## config.mk

```make
export PLATFORM = sky130hd
export DESIGN_NAME = scb_clock_busy
export DESIGN_NICKNAME = d
export VERILOG_FILES = /design/src/hw/scb_pkg.sv /design/src/hw/scb_clock_busy.sv
export VERILOG_INCLUDE_DIRS = /design/src /design/src/hw
export SDC_FILE = /design/constraint.sdc
export NUM_CORES = 1
export LEC_CHECK = 0
export ABC_AREA = 1
export BUFFER_PORTS_ARGS = -buffer_cell sky130_fd_sc_hd__buf_2
export CORE_MARGIN = 10
export CORE_UTILIZATION = 24
export DETAILED_ROUTE_END_ITERATION = 7
export SLEW_MARGIN = 20
export SYNTH_ARGS = -nofsm -noshare
export SYNTH_HDL_FRONTEND = slang
export SYNTH_SLANG_ARGS = --single-unit
```

## constraint.sdc

```tcl
create_clock -name core_clk -period 2.7 [get_ports core_clk]
set_input_delay 0.135 -clock core_clk [delete_from_list [all_inputs] [get_ports core_clk]]
set_output_delay 0.135 -clock core_clk [all_outputs]
set_load 0.02 [all_outputs]
```

## src/hw/scb_map.svh

```systemverilog
// Purpose: Offsets, field positions and reset values of the clock and busy
//   port block
// Assumes: Byte addresses on a 32-bit classic Wishbone bus
// Notes: Definitions only
`ifndef SCB_MAP_SVH
`define SCB_MAP_SVH

`define SCB_OFF_LATCH 8'h00
`define SCB_OFF_DIR 8'h04
`define SCB_OFF_PER 8'h08
`define SCB_OFF_SPS 8'h0c
`define SCB_OFF_STAT 8'h10

`define SCB_BUSY_BIT 1
`define SCB_GATE_BIT 2
`define SCB_CODE_A_LSB 0
`define SCB_CODE_B_LSB 4
`define SCB_STAT_GATE 0
`define SCB_STAT_PIN 1
`define SCB_STAT_OE 2

`define SCB_RST_LATCH 8'hff
`define SCB_RST_DIR 8'hff
`define SCB_RST_PER 8'h00
`define SCB_RST_SPS 16'h0000

`endif

```

## src/hw/scb_pkg.sv

```systemverilog
// Purpose: Types shared by the clock and busy port block
// Assumes: Widths fixed for a 4-bit divider code
// Notes: Offsets and values live in scb_map.svh
package scb_pkg;

  typedef struct packed {
    logic cyc;
    logic stb;
    logic we;
    logic [7:0] adr;
    logic [3:0] sel;
    logic [31:0] dat;
  } scb_wb_req_t;

  typedef struct packed {
    logic [7:0] latch;
    logic [7:0] dir;
    logic [7:0] per;
    logic [15:0] sps;
    logic [14:0] cnt;
    logic ack;
    logic [31:0] rdat;
    logic gate;
    logic tick_a;
    logic tick_b;
    logic pin_o;
    logic pin_oe;
  } scb_state_t;

endpackage

```

## src/hw/scb_clock_busy.sv

```systemverilog
// Purpose: Serial unit clock gate, operation clock prescaler and busy port
// Assumes: All inputs synchronous to core_clk; rst synchronous, active high
// Notes: Operation clocks are one-cycle enable ticks, not real clocks
//
// Added by the designer: the Wishbone slave port and the register offsets.
`include "scb_map.svh"

// How it works
// - Serial unit clock runs only while enabled
// - Clock A is system clock over 2^code
// - Output mode pin follows written latch value
// - Input mode latch read returns pin level
// - Direction bit 0 drives pin, 1 releases
// - Transmit data loaded clears the busy latch bit, driving the pin low in output mode only
module scb_clock_busy
  import scb_pkg::*;
#(
  parameter int CODE_W = 4
) (
  input wire logic core_clk,
  input wire logic rst,
  input wire scb_wb_req_t wb_req,
  output logic wb_ack,
  output logic [31:0] wb_dat,
  input wire logic busy_pin_in,
  output logic busy_pin_out,
  output logic busy_pin_oe,
  input wire logic tx_loaded,
  input wire logic xfer_done,
  output logic serial_unit_clock_gate,
  output logic op_clock_a,
  output logic op_clock_b
);

  localparam scb_state_t RST_S = '{
    latch: `SCB_RST_LATCH,
    dir: `SCB_RST_DIR,
    per: `SCB_RST_PER,
    sps: `SCB_RST_SPS,
    default: '0
  };

  // Counter width and mask function are sized for a 4-bit code only
  generate
    if (CODE_W != 4) begin : g_bad_code
      $error("scb_clock_busy supports only CODE_W of 4");
    end
  endgenerate

  scb_state_t s;
  scb_state_t next_s;
  logic req;
  logic [7:0] latch_view;
  logic [3:0] clock_a_divider_code;
  logic [3:0] clock_b_divider_code;

  function automatic logic [14:0] div_mask(input logic [3:0] code);
    div_mask = 15'((16'h0001 << code) - 16'h0001);
  endfunction

  assign clock_a_divider_code = s.sps[`SCB_CODE_A_LSB +: 4];
  assign clock_b_divider_code = s.sps[`SCB_CODE_B_LSB +: 4];

  always_comb begin
    next_s = s;
    req = wb_req.cyc && wb_req.stb && !s.ack;
    latch_view = s.latch;
    if (s.dir[`SCB_BUSY_BIT]) begin
      latch_view[`SCB_BUSY_BIT] = busy_pin_in;
    end
    next_s.ack = req;
    next_s.rdat = '0;
    if (req && wb_req.we) begin
      case (wb_req.adr)
        `SCB_OFF_LATCH: begin
          if (wb_req.sel[0]) begin
            next_s.latch = wb_req.dat[7:0];
          end
        end
        `SCB_OFF_DIR: begin
          if (wb_req.sel[0]) begin
            next_s.dir = wb_req.dat[7:0];
          end
        end
        `SCB_OFF_PER: begin
          if (wb_req.sel[0]) begin
            next_s.per = wb_req.dat[7:0];
          end
        end
        `SCB_OFF_SPS: begin
          if (wb_req.sel[0]) begin
            next_s.sps[7:0] = wb_req.dat[7:0];
          end
          if (wb_req.sel[1]) begin
            next_s.sps[15:8] = wb_req.dat[15:8];
          end
        end
        default: begin
        end
      endcase
    end
    if (req && !wb_req.we) begin
      case (wb_req.adr)
        `SCB_OFF_LATCH: next_s.rdat = {24'h000000, latch_view};
        `SCB_OFF_DIR: next_s.rdat = {24'h000000, s.dir};
        `SCB_OFF_PER: next_s.rdat = {24'h000000, s.per};
        `SCB_OFF_SPS: next_s.rdat = {16'h0000, s.sps};
        `SCB_OFF_STAT: begin
          next_s.rdat[`SCB_STAT_GATE] = s.gate;
          next_s.rdat[`SCB_STAT_PIN] = busy_pin_in;
          next_s.rdat[`SCB_STAT_OE] = s.pin_oe;
        end
        default: next_s.rdat = '0;
      endcase
    end
    // Channel events beat a software write in the same cycle
    if (xfer_done) begin
      next_s.latch[`SCB_BUSY_BIT] = 1'b1;
    end
    if (tx_loaded) begin
      next_s.latch[`SCB_BUSY_BIT] = 1'b0;
    end
    next_s.gate = next_s.per[`SCB_GATE_BIT];
    // Counter parked at zero while gated so ticks restart cleanly
    next_s.cnt = next_s.gate ? 15'(s.cnt + 15'h0001) : '0;
    next_s.tick_a = next_s.gate &&
      ((next_s.cnt & div_mask(next_s.sps[`SCB_CODE_A_LSB +: 4])) == '0);
    next_s.tick_b = next_s.gate &&
      ((next_s.cnt & div_mask(next_s.sps[`SCB_CODE_B_LSB +: 4])) == '0);
    next_s.pin_o = next_s.latch[`SCB_BUSY_BIT];
    next_s.pin_oe = !next_s.dir[`SCB_BUSY_BIT];
  end

  always_ff @(posedge core_clk) begin
    if (rst) begin
      s <= RST_S;
    end else begin
      s <= next_s;
    end
  end

  assign wb_ack = s.ack;
  assign wb_dat = s.rdat;
  assign busy_pin_out = s.pin_o;
  assign busy_pin_oe = s.pin_oe;
  assign serial_unit_clock_gate = s.gate;
  assign op_clock_a = s.tick_a;
  assign op_clock_b = s.tick_b;
endmodule

```

==> Word-level counts from Yosys, hierarchy flattened <==
Cells that the tools add are included.
{ "op_classes": {"bitwise_logic": 3, "n_shift": 2, "n_eq_ne": 4, "addsub": 3, "n_reduce_logical": 17, "muxes": 16} }
{ "op_table": {"columns": ["op", "count"], "rows": [
  ["13-bit case mux with 4 select lines", 1],
  ["8-bit 2-to-1 mux", 6],
  ["34-bit 2-to-1 mux", 1],
  ["15-bit AND", 2],
  ["15-bit zero test", 2],
  ["1-bit by 4-bit << shifter with 15-bit output (first input constant)", 2],
  ["15-bit by 1-bit subtractor with 15-bit output (second input constant)", 2],
  ["8-bit by 4-bit equality test with 1-bit output (second input constant)", 2],
  ["16-bit 2-to-1 mux", 1],
  ["15-bit by 1-bit adder with 15-bit output (second input constant)", 1],
  ["15-bit 2-to-1 mux", 1],
  ["3-bit case mux with 5 select lines", 1],
  ["3-bit AND reduction", 4],
  ["8-bit by 3-bit equality test with 1-bit output (second input constant)", 1],
  ["8-bit by 5-bit equality test with 1-bit output (second input constant)", 1],
  ["8-bit zero test", 1],
  ["1-bit logical AND", 6],
  ["2-bit 2-to-1 mux", 2],
  ["1-bit zero test", 3],
  ["1-bit 2-to-1 mux", 3],
  ["2-bit OR reduction", 1],
  ["1-bit inverter", 1]
]} }
{ "totals": {"wordCells": 60, "out_inout_bits": 38, "inputBits": 52, "register_bits": 92} }

==> Depth between registers and ports, before layout <==
Gate-level depths: netlist of run 1.
{ "depth": {"ltp_word": 9, "ltp_mapped": 20, "ltp_nobuf": 19} }

==> Worst setup path before layout of run 1 <==
No wires, ideal clock.
{ "synth_path": {"kind": "register to register", "start": "register s (netlist bit wb_ack)", "end": "register s (netlist bit op_clock_a)", "arrival_ps": 2192, "synth_period_minus_slack_ps": 2309, "setup_ps": 117, "stages_incl_launch_ff": 19, "required_ps": 2583, "path_buffers": 1, "path_slack_ps": 391, "path_cell_list": "dfxtp_1 > inv_1 > nand4_1 > nor2_2 > nand2_1 > buf_2 > nand2_1 > nand2_1 > nor2_1 > nand3_1 > ha_1 > nor3_1 > nor2_1 > nand2_1 > nor2_1 > nand3_1 > nor2_1 > nand2_1 > nor2_1"} }
{ "synth_via": {"elab_chain_len": 9, "elab_cells_between_ends": 10, "cone_classes": "add/sub: 1; shift: 1; mux: 2; bitwise: 1; reduce/logical: 5"} }
{ "synth_rtl": {"columns": ["item", "line", "rtl"], "rows": [
  ["start, declared", "scb_clock_busy.sv:50", "scb_state_t s;"],
  ["start signal, assigned", "scb_clock_busy.sv:138", "s <= next_s;"],
  ["1-bit zero test (*)", "scb_clock_busy.sv:66", "req = wb_req.cyc && wb_req.stb && !s.ack;"],
  ["1-bit logical AND (*)", "scb_clock_busy.sv:66", null],
  ["1-bit logical AND (*)", "scb_clock_busy.sv:73", "if (req && wb_req.we) begin"],
  ["34-bit 2-to-1 mux (*)", "scb_clock_busy.sv:73", null],
  ["1-bit by 4-bit << shifter with 15-bit output", "scb_clock_busy.sv:58", "div_mask = 15'((16'h0001 << code) - 16'h0001);"],
  ["15-bit by 1-bit subtractor with 15-bit output", "scb_clock_busy.sv:58", null],
  ["15-bit AND", "scb_clock_busy.sv:127", "((next_s.cnt & div_mask(next_s.sps[`SCB_CODE_A_LSB +: 4])) == '0);"],
  ["15-bit zero test", "scb_clock_busy.sv:127", null],
  ["1-bit logical AND (*)", "scb_clock_busy.sv:126", "next_s.tick_a = next_s.gate &&"]
]} }
Mark *: on every way between the ends. The rest lies on a longest branch, timed or not.
A chain may end at the register's enable or synchronous reset.

==> Worst setup path after layout of run 1 <==
Same ends and word-level chain as after synthesis.

==> results of run 1 <==
-- cells in the mapped netlist (all sizes together) --
cell	number	area, sq um
nand4	12	75.1
inv	65	244
a221oi	3	26.3
buf	38	282
conb	1	3.75
dfxtp	76	1520
nand2	140	538
o2111ai	2	17.5
a211oi	8	60.1
nor3	24	125
o41ai	1	8.76
a21oi	12	60.1
a32o	1	10.0
xnor2	1	8.76
nand3	45	230
o211ai	14	105
nor4	1	6.26
o22ai	1	6.26
xor2	2	17.5
clkinv	1	3.75
a31oi	2	12.5
nor2	117	462
o21ai	31	189
ha	3	37.5
nor3b	1	7.51
clkbuf	8	30.0
or2	1	6.26
o21a	1	7.51
and3	1	6.26
-- final timing paths --
path / slack, ns / depth (start not counted) / to / start
min reg2reg: 0.44 / 2 / wb_dat[8] / s[61]
max: 0.36 / 17 / op_clock_a / wb_ack
min: 0.02 / 3 / s[68] / wb_req[15]
max reg2reg: 0.36 / 17 / op_clock_a / wb_ack
-- flip-flops by register name (all words and copies together) (netlist names) --
| name | cells |
|---|---|
| latch_view | 7 |
| busy_pin_oe | 1 |
| s | 40 |
| clock_b_divider_code | 4 |
| clock_a_divider_code | 4 |
| busy_pin_out | 1 |
| wb_dat | 16 |
| op_clock_a | 1 |
| wb_ack | 1 |
| op_clock_b | 1 |
-- power by group --
part           leakage, nW  switching (mW)  internal (mW)
clock network        0.172           0.500          0.910
logic                 1.36          0.0781         0.0287
registers            0.613         0.00114           1.12
total                 2.14           0.580           2.06
-- metrics by stage --
stage          setup slack (ns)  cells
6_report                  0.358    894
5_1_grt                 0.00995    894
4_1_cts                   0.231    894
3_5_place_dp              0.173    878
3_3_place_gp              0.208    878
2_1_floorplan             0.391    628
-- tightest hold or removal path, delay by kind of cell --
family	cells	cell delay (ns)
and+or+nand+nor	2	0.12
buffers and inverters	1	0.08
-- cell type report --
| cell class | count | area (sq um) | share of cell area |
|---|---|---|---|
| tap | 220 | 275 | 0.0560 |
| inverter | 66 | 248 | 0.0504 |
| multi-input combinational | 440 | 2090 | 0.425 |
| timing repair buffer | 76 | 433 | 0.0880 |
| sequential | 76 | 1520 | 0.309 |
| clock inverter | 7 | 124 | 0.0252 |
| clock buffer | 9 | 225 | 0.0458 |
-- what timing repair did --
| item | CTS | global route |
|---|---|---|
| hold endpoints to repair | 0 | 0 |
| endpoints found under the setup margin | 0 | 2 |
| gates resized for setup | 0 | 1 |
-- logic make-up after synthesis --
family	after synthesis	share of synthesized area
DFF	76	0.370
adders and majority gates	3	0.00914
AOI/OAI and AO/OA	76	0.122
and+or+nand+nor	342	0.355
buffers and inverters	112	0.136
other	1	0.000913
xor gates and xnor gates	3	0.00640
-- per-layer routing --
| metal | track usage | vias to the layer above |
|---|---|---|
| li1 | - | 2070 |
| met4 | 0.0318 | 0 |
| met5 | 0 | - |
| met2 | 0.174 | 88 |
| met3 | 0.0358 | 15 |
| met1 | 0.124 | 1790 |
==> run_results.csv, run 1 <==
group,metric,value,unit
layout,n_fill_cell,1882,
global_route,grtUsageTotal,0.104,
drt,met1_length,5.12,mm
place,place_area,4560,sq um
layout,layout_common_cells,"nand2_1 (135), nor2_1 (110), dfxtp_1 (76)",
layout,syn2layout_area_growth,19.7,%
timing,setup_violations,0,
drt,wl_per_cell,12.8,microns
cts,post_cts_buffers,0,
cts,clockRootBuffer,"clkbuf_16",
cts,cts.sinks,76,
timing,fin_crit_sh,0.868,
place,portBuffers,55,
timing,period_minus_slack,2.34,ns
timing,clock_skew,0.00741,ns
die,die_h,151,microns
timing,rsz0062_at_grt,"no",
place,gp_congestion,0.902,
cts,cts_tree,"done",
drt,ant_nets,0,
critical_path,startpoint_type,"flip-flop",
layout,drive_gt1_frac,0.168,
critical_path,crit_top_cell,"nor2_1",
critical_path,slowest_stage,"dfxtp_1",
timing,max-slew-margin-rel,0.533,
run,cap_viol_max_count,0,
drt,drt_iter0_markers,248,
layout,final_common_cell,"nand2_1",
drt,drc,0,
global_route,globalRouteOverflowTotal,0,
critical_path,arrival,2.61,ns
yosys,yosys_warnings,0,
die,fp.dieW,151,microns
layout,postLayoutCoreUtil,0.294,
critical_path,worstSetupPathType,"reg -> reg",
yosys,syn_avg_cell_area,6.70,sq um
cts,clock_path_buffers,2,
global_route,antenna_found_initial,0,
yosys,seq_area_frac_synth,0.370,
layout,nets,724,
cts,cts_htree_levels,3,
die,rows,47,
run_status,status,"complete, no violations",
timing,final.setup.tns,0,ns
place,dp_hpwl,8.87,mm
drt,met2WireLength,5.44,mm
timing,tightest_slew,0.699,ns
critical_path,critical_path.max_stage_delay,0.32,ns
drt,dr_total_vias,3963,
cts,numCtsBuffers,9,
critical_path,required,2.97,ns
yosys,postSynthCellCount,613,
power,leakagePower,2.14,nW
power,p_per_area,537,nW/um^2
layout,antenna_cells,0,
yosys,syn_area,4110,sq um
layout,fin_area,4920,sq um
critical_path,cp_max_fo,11,
timing,max_freq,0.427,GHz
power,p_total,2.64,mW
drt,top_layer,"met4",
die,ios,90,
power,ir_drop,0.414,mV
critical_path,crit_path_end_kind,"flip-flop",
die,core,16700,sq um
cts,clk_pin_slew,0.06,ns
global_route,grt_pass1_wl,18.9,mm
die,dieArea,22700,sq um
drt,dr.pass1.iters,5,
critical_path,critPathTopFamily,"simple AND/OR/NAND/NOR gates",
timing,hold_ws,0.0164,ns
timing,hold_violations,0,
cts,insertion_delay,0.35,ns
yosys,ys_types,41,
global_route,grt_max_degree,29,
die,initial_core_util,0.246,
critical_path,path_cells,"inv_1, nand4_1, inv_1, nand3_4, nand2_1, nand2_1, nor2_1, nand3_1, ha_1, nor3_1, nor2_1, nand2_1, nor2_1, nand3_1, nor2_1, nand2_1, nor2_1",
critical_path,path_buf_inv,2,
worst_hold_path,hp-class,"in -> reg",
drt,routed_wirelength,11.5,mm
yosys,ys_ff_latch,76,
drt,routed-wl-met3,761,microns
global_route,grt_pass1_vias,3712,
drt,viasPerCell,4.43,
timing,drv_slew,0,
cts,hold_buffers,0,
(Power assumes the default switching activity.)
==> run 2: changes to the inputs <==
--- a/config.mk
+++ b/config.mk
@@ -9,8 +9,9 @@
 export ABC_AREA = 1
 export BUFFER_PORTS_ARGS = -buffer_cell sky130_fd_sc_hd__buf_2
 export CORE_MARGIN = 10
-export CORE_UTILIZATION = 24
+export CORE_UTILIZATION = 44
 export DETAILED_ROUTE_END_ITERATION = 7
+export PLACE_DENSITY = 0.67
 export SLEW_MARGIN = 20
 export SYNTH_ARGS = -nofsm -noshare
 export SYNTH_HDL_FRONTEND = slang
==> run_results.csv, run 2 (synthesized netlist as in run 1, its figures left out) <==
group,metric,value,unit
run_status,status,"complete, no violations",
drt,viasPerCell,5.06,
timing,fin_crit_sh,0.875,
global_route,globalRouteOverflowTotal,0,
power,leakagePower,2.04,nW
worst_hold_path,hp-class,"in -> reg",
timing,clock_skew,0.00733,ns
critical_path,path_buf_inv,3,
worst_hold_path,hold_path_startpoint,"wb_req[13]",
timing,rsz0062_at_grt,"no",
die,core,9150,sq um
layout,final_common_cell,"nand2_1",
layout,largest_register,"s",
critical_path,slowest_stage,"dfxtp_1",
critical_path,crit_top_cell,"nor2_1",
place,dp_hpwl,8.43,mm
cts,cts.sinks,76,
timing,hold_violations,0,
critical_path,crit_path_end_kind,"flip-flop",
cts,cts_tree,"done",
drt,drc,0,
critical_path,r2r-end,"op_clock_b",
critical_path,path_cells,"inv_1, nand4_1, inv_2, nand3_4, o21ai_0, nor2_1, nand2_1, ha_1, inv_1, nor2_1, nand4_1, nand3_1, nand2_1, nor2_1",
global_route,grt_pass1_vias,3851,
cts,insertion_delay,0.34,ns
cts,numCtsBuffers,9,
worst_hold_path,hold_end,"s[66]",
power,ir_drop,0.235,mV
timing,max-slew-margin-rel,0.554,
drt,ant_nets,0,
cts,clock_path_buffers,2,
global_route,antenna_found_initial,0,
layout,drive_gt1_frac,0.165,
power,p_per_area,430,nW/um^2
drt,routed_wirelength,11.0,mm
die,initial_core_util,0.449,
timing,drv_slew,0,
die,dieArea,13600,sq um
layout,syn2layout_area_growth,11.7,%
die,ios,90,
critical_path,critical_path.max_stage_delay,0.32,ns
critical_path,startpoint_type,"flip-flop",
timing,period_minus_slack,2.36,ns
cts,clockRootBuffer,"clkbuf_8",
critical_path,worstSetupPathType,"reg -> reg",
critical_path,required,2.98,ns
critical_path,cp_max_fo,11,
cts,cts_htree_levels,3,
layout,postLayoutCoreUtil,0.501,
worst_hold_path,hold-path-cell-count,3,
global_route,grt_max_degree,28,
drt,wl_per_cell,14.0,microns
drt,dr.pass1.iters,4,
critical_path,timing.rr.start,"wb_ack",
place,gp_congestion,0.887,
global_route,grtUsageTotal,0.166,
critical_path,r2r_cells,14,
critical_path,r2r_slack,0.34,ns
timing,final.setup.tns,0,ns
cts,post_cts_buffers,0,
layout,largest_reg_flops,40,
die,fp.dieW,117,microns
die,rows,35,
timing,max_freq,0.423,GHz
layout,antenna_cells,0,
layout,nets,723,
die,die_h,117,microns
timing,tightest_slew,0.668,ns
critical_path,critPathTopFamily,"simple AND/OR/NAND/NOR gates",
global_route,grt_pass1_wl,18.3,mm
layout,n_fill_cell,989,
place,portBuffers,55,
run,cap_viol_max_count,0,
cts,clk_pin_slew,0.08,ns
drt,drt_iter0_markers,318,
drt,dr_total_vias,3962,
critical_path,arrival,2.65,ns
timing,setup_violations,0,
layout,layout_common_cells,"nand2_1 (135), nor2_1 (110), dfxtp_1 (76)",
==> run 2: cell types whose count changed in the layout (fill, tap and decap cells not counted), sizes merged <==
cell,previous run,this run
dlygate4sd3,0,1
bufinv,3,0
inv,66,65
clkbuf,9,10
buf,76,74
clkinvlp,0,2
==> run 2: worst max-delay path by stage <==
stage               start         end  slack [ns]  cells past startpoint
3_5_place_dp   wb_req[43]  op_clock_b        0.16                     16
6_report           wb_ack  op_clock_b        0.34                     14
4_1_cts            wb_ack  op_clock_b        0.17                     15
2_1_floorplan      wb_ack  op_clock_a        0.39                     18
5_1_grt            wb_ack  op_clock_b        0.01                     17
3_3_place_gp   wb_req[43]  op_clock_b        0.19                     16
==> run 2: final cells by class <==
class,instances,area (sq um),area share
clock inverters,5,30.0,0.00654
clock buffers,10,128,0.0278
flip-flops and latches,76,1520,0.332
repair buffers,75,428,0.0933
inverters,66,248,0.0540
multi-input cells,440,2090,0.457
well taps,111,139,0.0303
==> run 2: where the power goes <==
group          switching, mW  internal, mW  total, mW
sequential           0.00112          1.12       1.12
clock                  0.422         0.324      0.746
combinational         0.0756        0.0286      0.104
total                  0.498          1.47       1.97
==> run 2: repair_timing <==
action / 4_1_cts / 5_1_grt
gates resized for setup: 0 / 3
endpoints found under the hold margin: 1 / 0
hold buffers: 1 / 0
endpoints found under the setup margin: 0 / 2
==> run 2: per-layer routing <==
metal | GRT usage | share of wire | vias up
li1 | - | - | 2057
met2 | 0.282 | 0.48 | 114
met4 | 0.0486 | 0.015 | 0
met3 | 0.0324 | 0.063 | 14
met1 | 0.207 | 0.44 | 1777
met5 | 0 | 0 | -
==> run 2: stage by stage <==
stage | setup slack (ns) | cells | hold slack (ns) | total power [mW] | cell area, sq um
2_1_floorplan | 0.391 | 628 | 0.265 | 1.22 | 4160
3_3_place_gp | 0.189 | 767 | 0.334 | 1.25 | 4410
3_5_place_dp | 0.161 | 767 | 0.337 | 1.25 | 4410
4_1_cts | 0.167 | 783 | 0.0167 | 1.99 | 4580
5_1_grt | 0.0116 | 783 | 0.0222 | 2.06 | 4590
6_report | 0.339 | 783 | 0.0229 | 1.97 | 4590
==> run 2: worst min-delay path: stages <==
cell	delay, ns
buf_2	0.08
nor3_1	0.04
nor2_1	0.08
==> run 3: changes to the inputs <==
--- a/config.mk
+++ b/config.mk
@@ -7,11 +7,10 @@
 export NUM_CORES = 1
 export LEC_CHECK = 0
 export ABC_AREA = 1
-export BUFFER_PORTS_ARGS = -buffer_cell sky130_fd_sc_hd__buf_2
 export CORE_MARGIN = 10
 export CORE_UTILIZATION = 44
 export DETAILED_ROUTE_END_ITERATION = 7
-export PLACE_DENSITY = 0.67
+export DONT_BUFFER_PORTS = 1
 export SLEW_MARGIN = 20
 export SYNTH_ARGS = -nofsm -noshare
 export SYNTH_HDL_FRONTEND = slang
==> run_results.csv, run 3 (synthesized netlist as in run 1, its figures left out) <==
group,metric,value,unit
power,internal_power,1.61,mW
global_route,globalRouteOverflowTotal,0,
die,dieArea,13600,sq um
die,core,9150,sq um
timing,hold_ws,0.0318,ns
worst_hold_path,hp-class,"in -> reg",
drt,viasPerCell,5.21,
place,dp_hpwl,8.26,mm
die,die_h,117,microns
critical_path,crit_path_end_kind,"flip-flop",
layout,drive_gt1_frac,0.0840,
power,p_per_area,475,nW/um^2
timing,period_minus_slack,2.38,ns
power,p_comb_frac,0.044,
global_route,grt_max_degree,28,
die,initial_core_util,0.449,
critical_path,cp_max_fo,11,
layout,final_common_cell,"nand2_1",
timing,hold_violations,0,
drt,wl_per_cell,15.0,microns
layout,regArea,1520,sq um
timing,max-slew-margin-rel,0.545,
layout,nets,681,
power,clockPowerShare,0.432,
critical_path,r2r_slack,0.32,ns
layout,n_fill_cell,924,
place,gp_congestion,0.907,
power,switchingPower,535,uW
timing,tightest_slew,0.682,ns
critical_path,slowest_stage,"o21ai_0",
global_route,grtUsageTotal,0.167,
timing,fin_crit_sh,0.882,
critical_path,crit_end,"op_clock_b",
run_status,status,"complete, no violations",
drt,ant_nets,0,
die,rows,35,
global_route,antenna_found_initial,1,
critical_path,critical_path.max_stage_delay,0.32,ns
critical_path,path_buf_inv,3,
die,ios,90,
timing,clock_skew,0.00910,ns
drt,dr_total_vias,3872,
global_route,grt_pass1_wl,18.1,mm
critical_path,cp-startpoint,"wb_ack",
cts,cts.sinks,76,
critical_path,r2r-end,"op_clock_b",
layout,largest_reg_flops,40,
power,leakagePower,1.87,nW
cts,insertion_delay,0.36,ns
critical_path,timing.rr.start,"wb_ack",
cts,cts_tree,"done",
cts,numCtsBuffers,9,
layout,largest_register,"s",
drt,dr.pass1.iters,5,
cts,clockRootBuffer,"clkbuf_8",
place,portBuffers,0,
critical_path,required,2.97,ns
critical_path,critPathTopFamily,"simple AND/OR/NAND/NOR gates",
timing,max_freq,0.420,GHz
critical_path,r2r_cells,15,
power,power_frac_seq,0.524,
power,ir_drop,0.203,mV
drt,routed-wl-met3,735,microns
cts,clk_pin_slew,0.09,ns
run,cap_viol_max_count,0,
global_route,grt_pass1_vias,3633,
critical_path,startpoint_type,"flip-flop",
worst_hold_path,hold-path-cell-count,2,
timing,setup_violations,0,
drt,met2WireLength,5.20,mm
timing,final.setup.tns,0,ns
cts,clock_path_buffers,2,
drt,drc,0,
drt,met1_length,4.92,mm
layout,syn2layout_area_growth,9.87,%
critical_path,path_cells,"inv_1, nand4_1, inv_1, nand3_4, o21ai_0, nor2_1, nand2_1, ha_1, inv_1, nor2_1, nand2_1, o21ai_0, nand3_1, nand2_1, nor2_1",
drt,routed_wirelength,11.2,mm
drt,drt_iter0_markers,362,
cts,cts_htree_levels,3,
power,sw_frac_of_total,0.250,
timing,drv_slew,0,
die,fp.dieW,117,microns
drt,top_layer,"met4",
layout,layout_common_cells,"nand2_1 (135), nor2_1 (110), dfxtp_1 (76)",
critical_path,arrival,2.65,ns
layout,multi_input_area,2090,sq um
critical_path,cp.depth,15,
critical_path,worstSetupPathType,"reg -> reg",
[run 3: cell count changes in the layout (fill, tap and decap cells not counted), moves of 2 or more]
cell | previous run | this run
clkinv_4 | 0 | 2
dlygate4sd3_1 | 1 | 17
buf_2 | 55 | 0
clkinv_2 | 3 | 0
buf_4 | 19 | 15
[run 3: layout make-up]
cell class / instances / share of cell area
clock inverter: 6 / 0.0158
timing repair buffer: 33 / 0.0671
antenna: 1 / 0.000554
sequential: 76 / 0.337
inverter: 66 / 0.0549
tap: 111 / 0.0308
clock buffer: 10 / 0.0305
multi-input combinational: 440 / 0.463
[run 3: worst reg2reg max path, stage by stage, from the launching register on]
cell	delay [ns]
dfxtp_1	0.31
inv_1	0.04
nand4_1	0.13
inv_1	0.16
nand3_4	0.18
o21ai_0	0.32
nor2_1	0.13
nand2_1	0.11
ha_1	0.25
inv_1	0.06
nor2_1	0.22
nand2_1	0.08
o21ai_0	0.08
nand3_1	0.10
nand2_1	0.07
nor2_1	0.04
[run 3: how the worst min path moves through the flow]
stage	from	slack (ns)	endpoint
floorplan	wb_req[45]	0.27	wb_ack
global placement	rst	0.21	s[40]
detailed placement	rst	0.22	s[40]
CTS	wb_req[4]	0.01	s[73]
global route	wb_req[1]	0.02	s[70]
finish	wb_req[4]	0.03	s[73]
[run 3: layer usage]
metal  global-route usage  vias to the layer above
li1                     -                     1984
met1                0.205                     1746
met2                0.276                      114
met3               0.0411                       28
met4               0.0675                        0
met5                    0                        -
[run 3: power groups by stage]
stage	Sequential (mW)	Combinational [mW]	Clock, mW
6_report	1.12	0.0945	0.926
5_1_grt	1.13	0.103	0.996
4_1_cts	1.12	0.0930	0.949
3_5_place_dp	1.15	0.0616	0
3_3_place_gp	1.15	0.0607	0
2_1_floorplan	1.15	0.0714	0
[run 3: metrics by stage]
stage / area [sq um] / cells / setup WS, ns / util / power (mW)
3_3_place_gp: 4100 / 707 / 0.243 / 0.448 / 1.21
4_1_cts: 4500 / 741 / 0.217 / 0.491 / 2.17
3_5_place_dp: 4100 / 707 / 0.171 / 0.448 / 1.21
6_report: 4510 / 743 / 0.319 / 0.493 / 2.15
2_1_floorplan: 4160 / 628 / 0.391 / - / 1.22
5_1_grt: 4510 / 743 / -0.00381 / 0.493 / 2.22
[run 3: timing repair]
action,4_1_cts,5_1_grt
endpoints found under the hold margin,37,0
resized for setup,0,1
hold buffers,18,0
endpoints found under the setup margin,0,2
buffers inserted,0,1
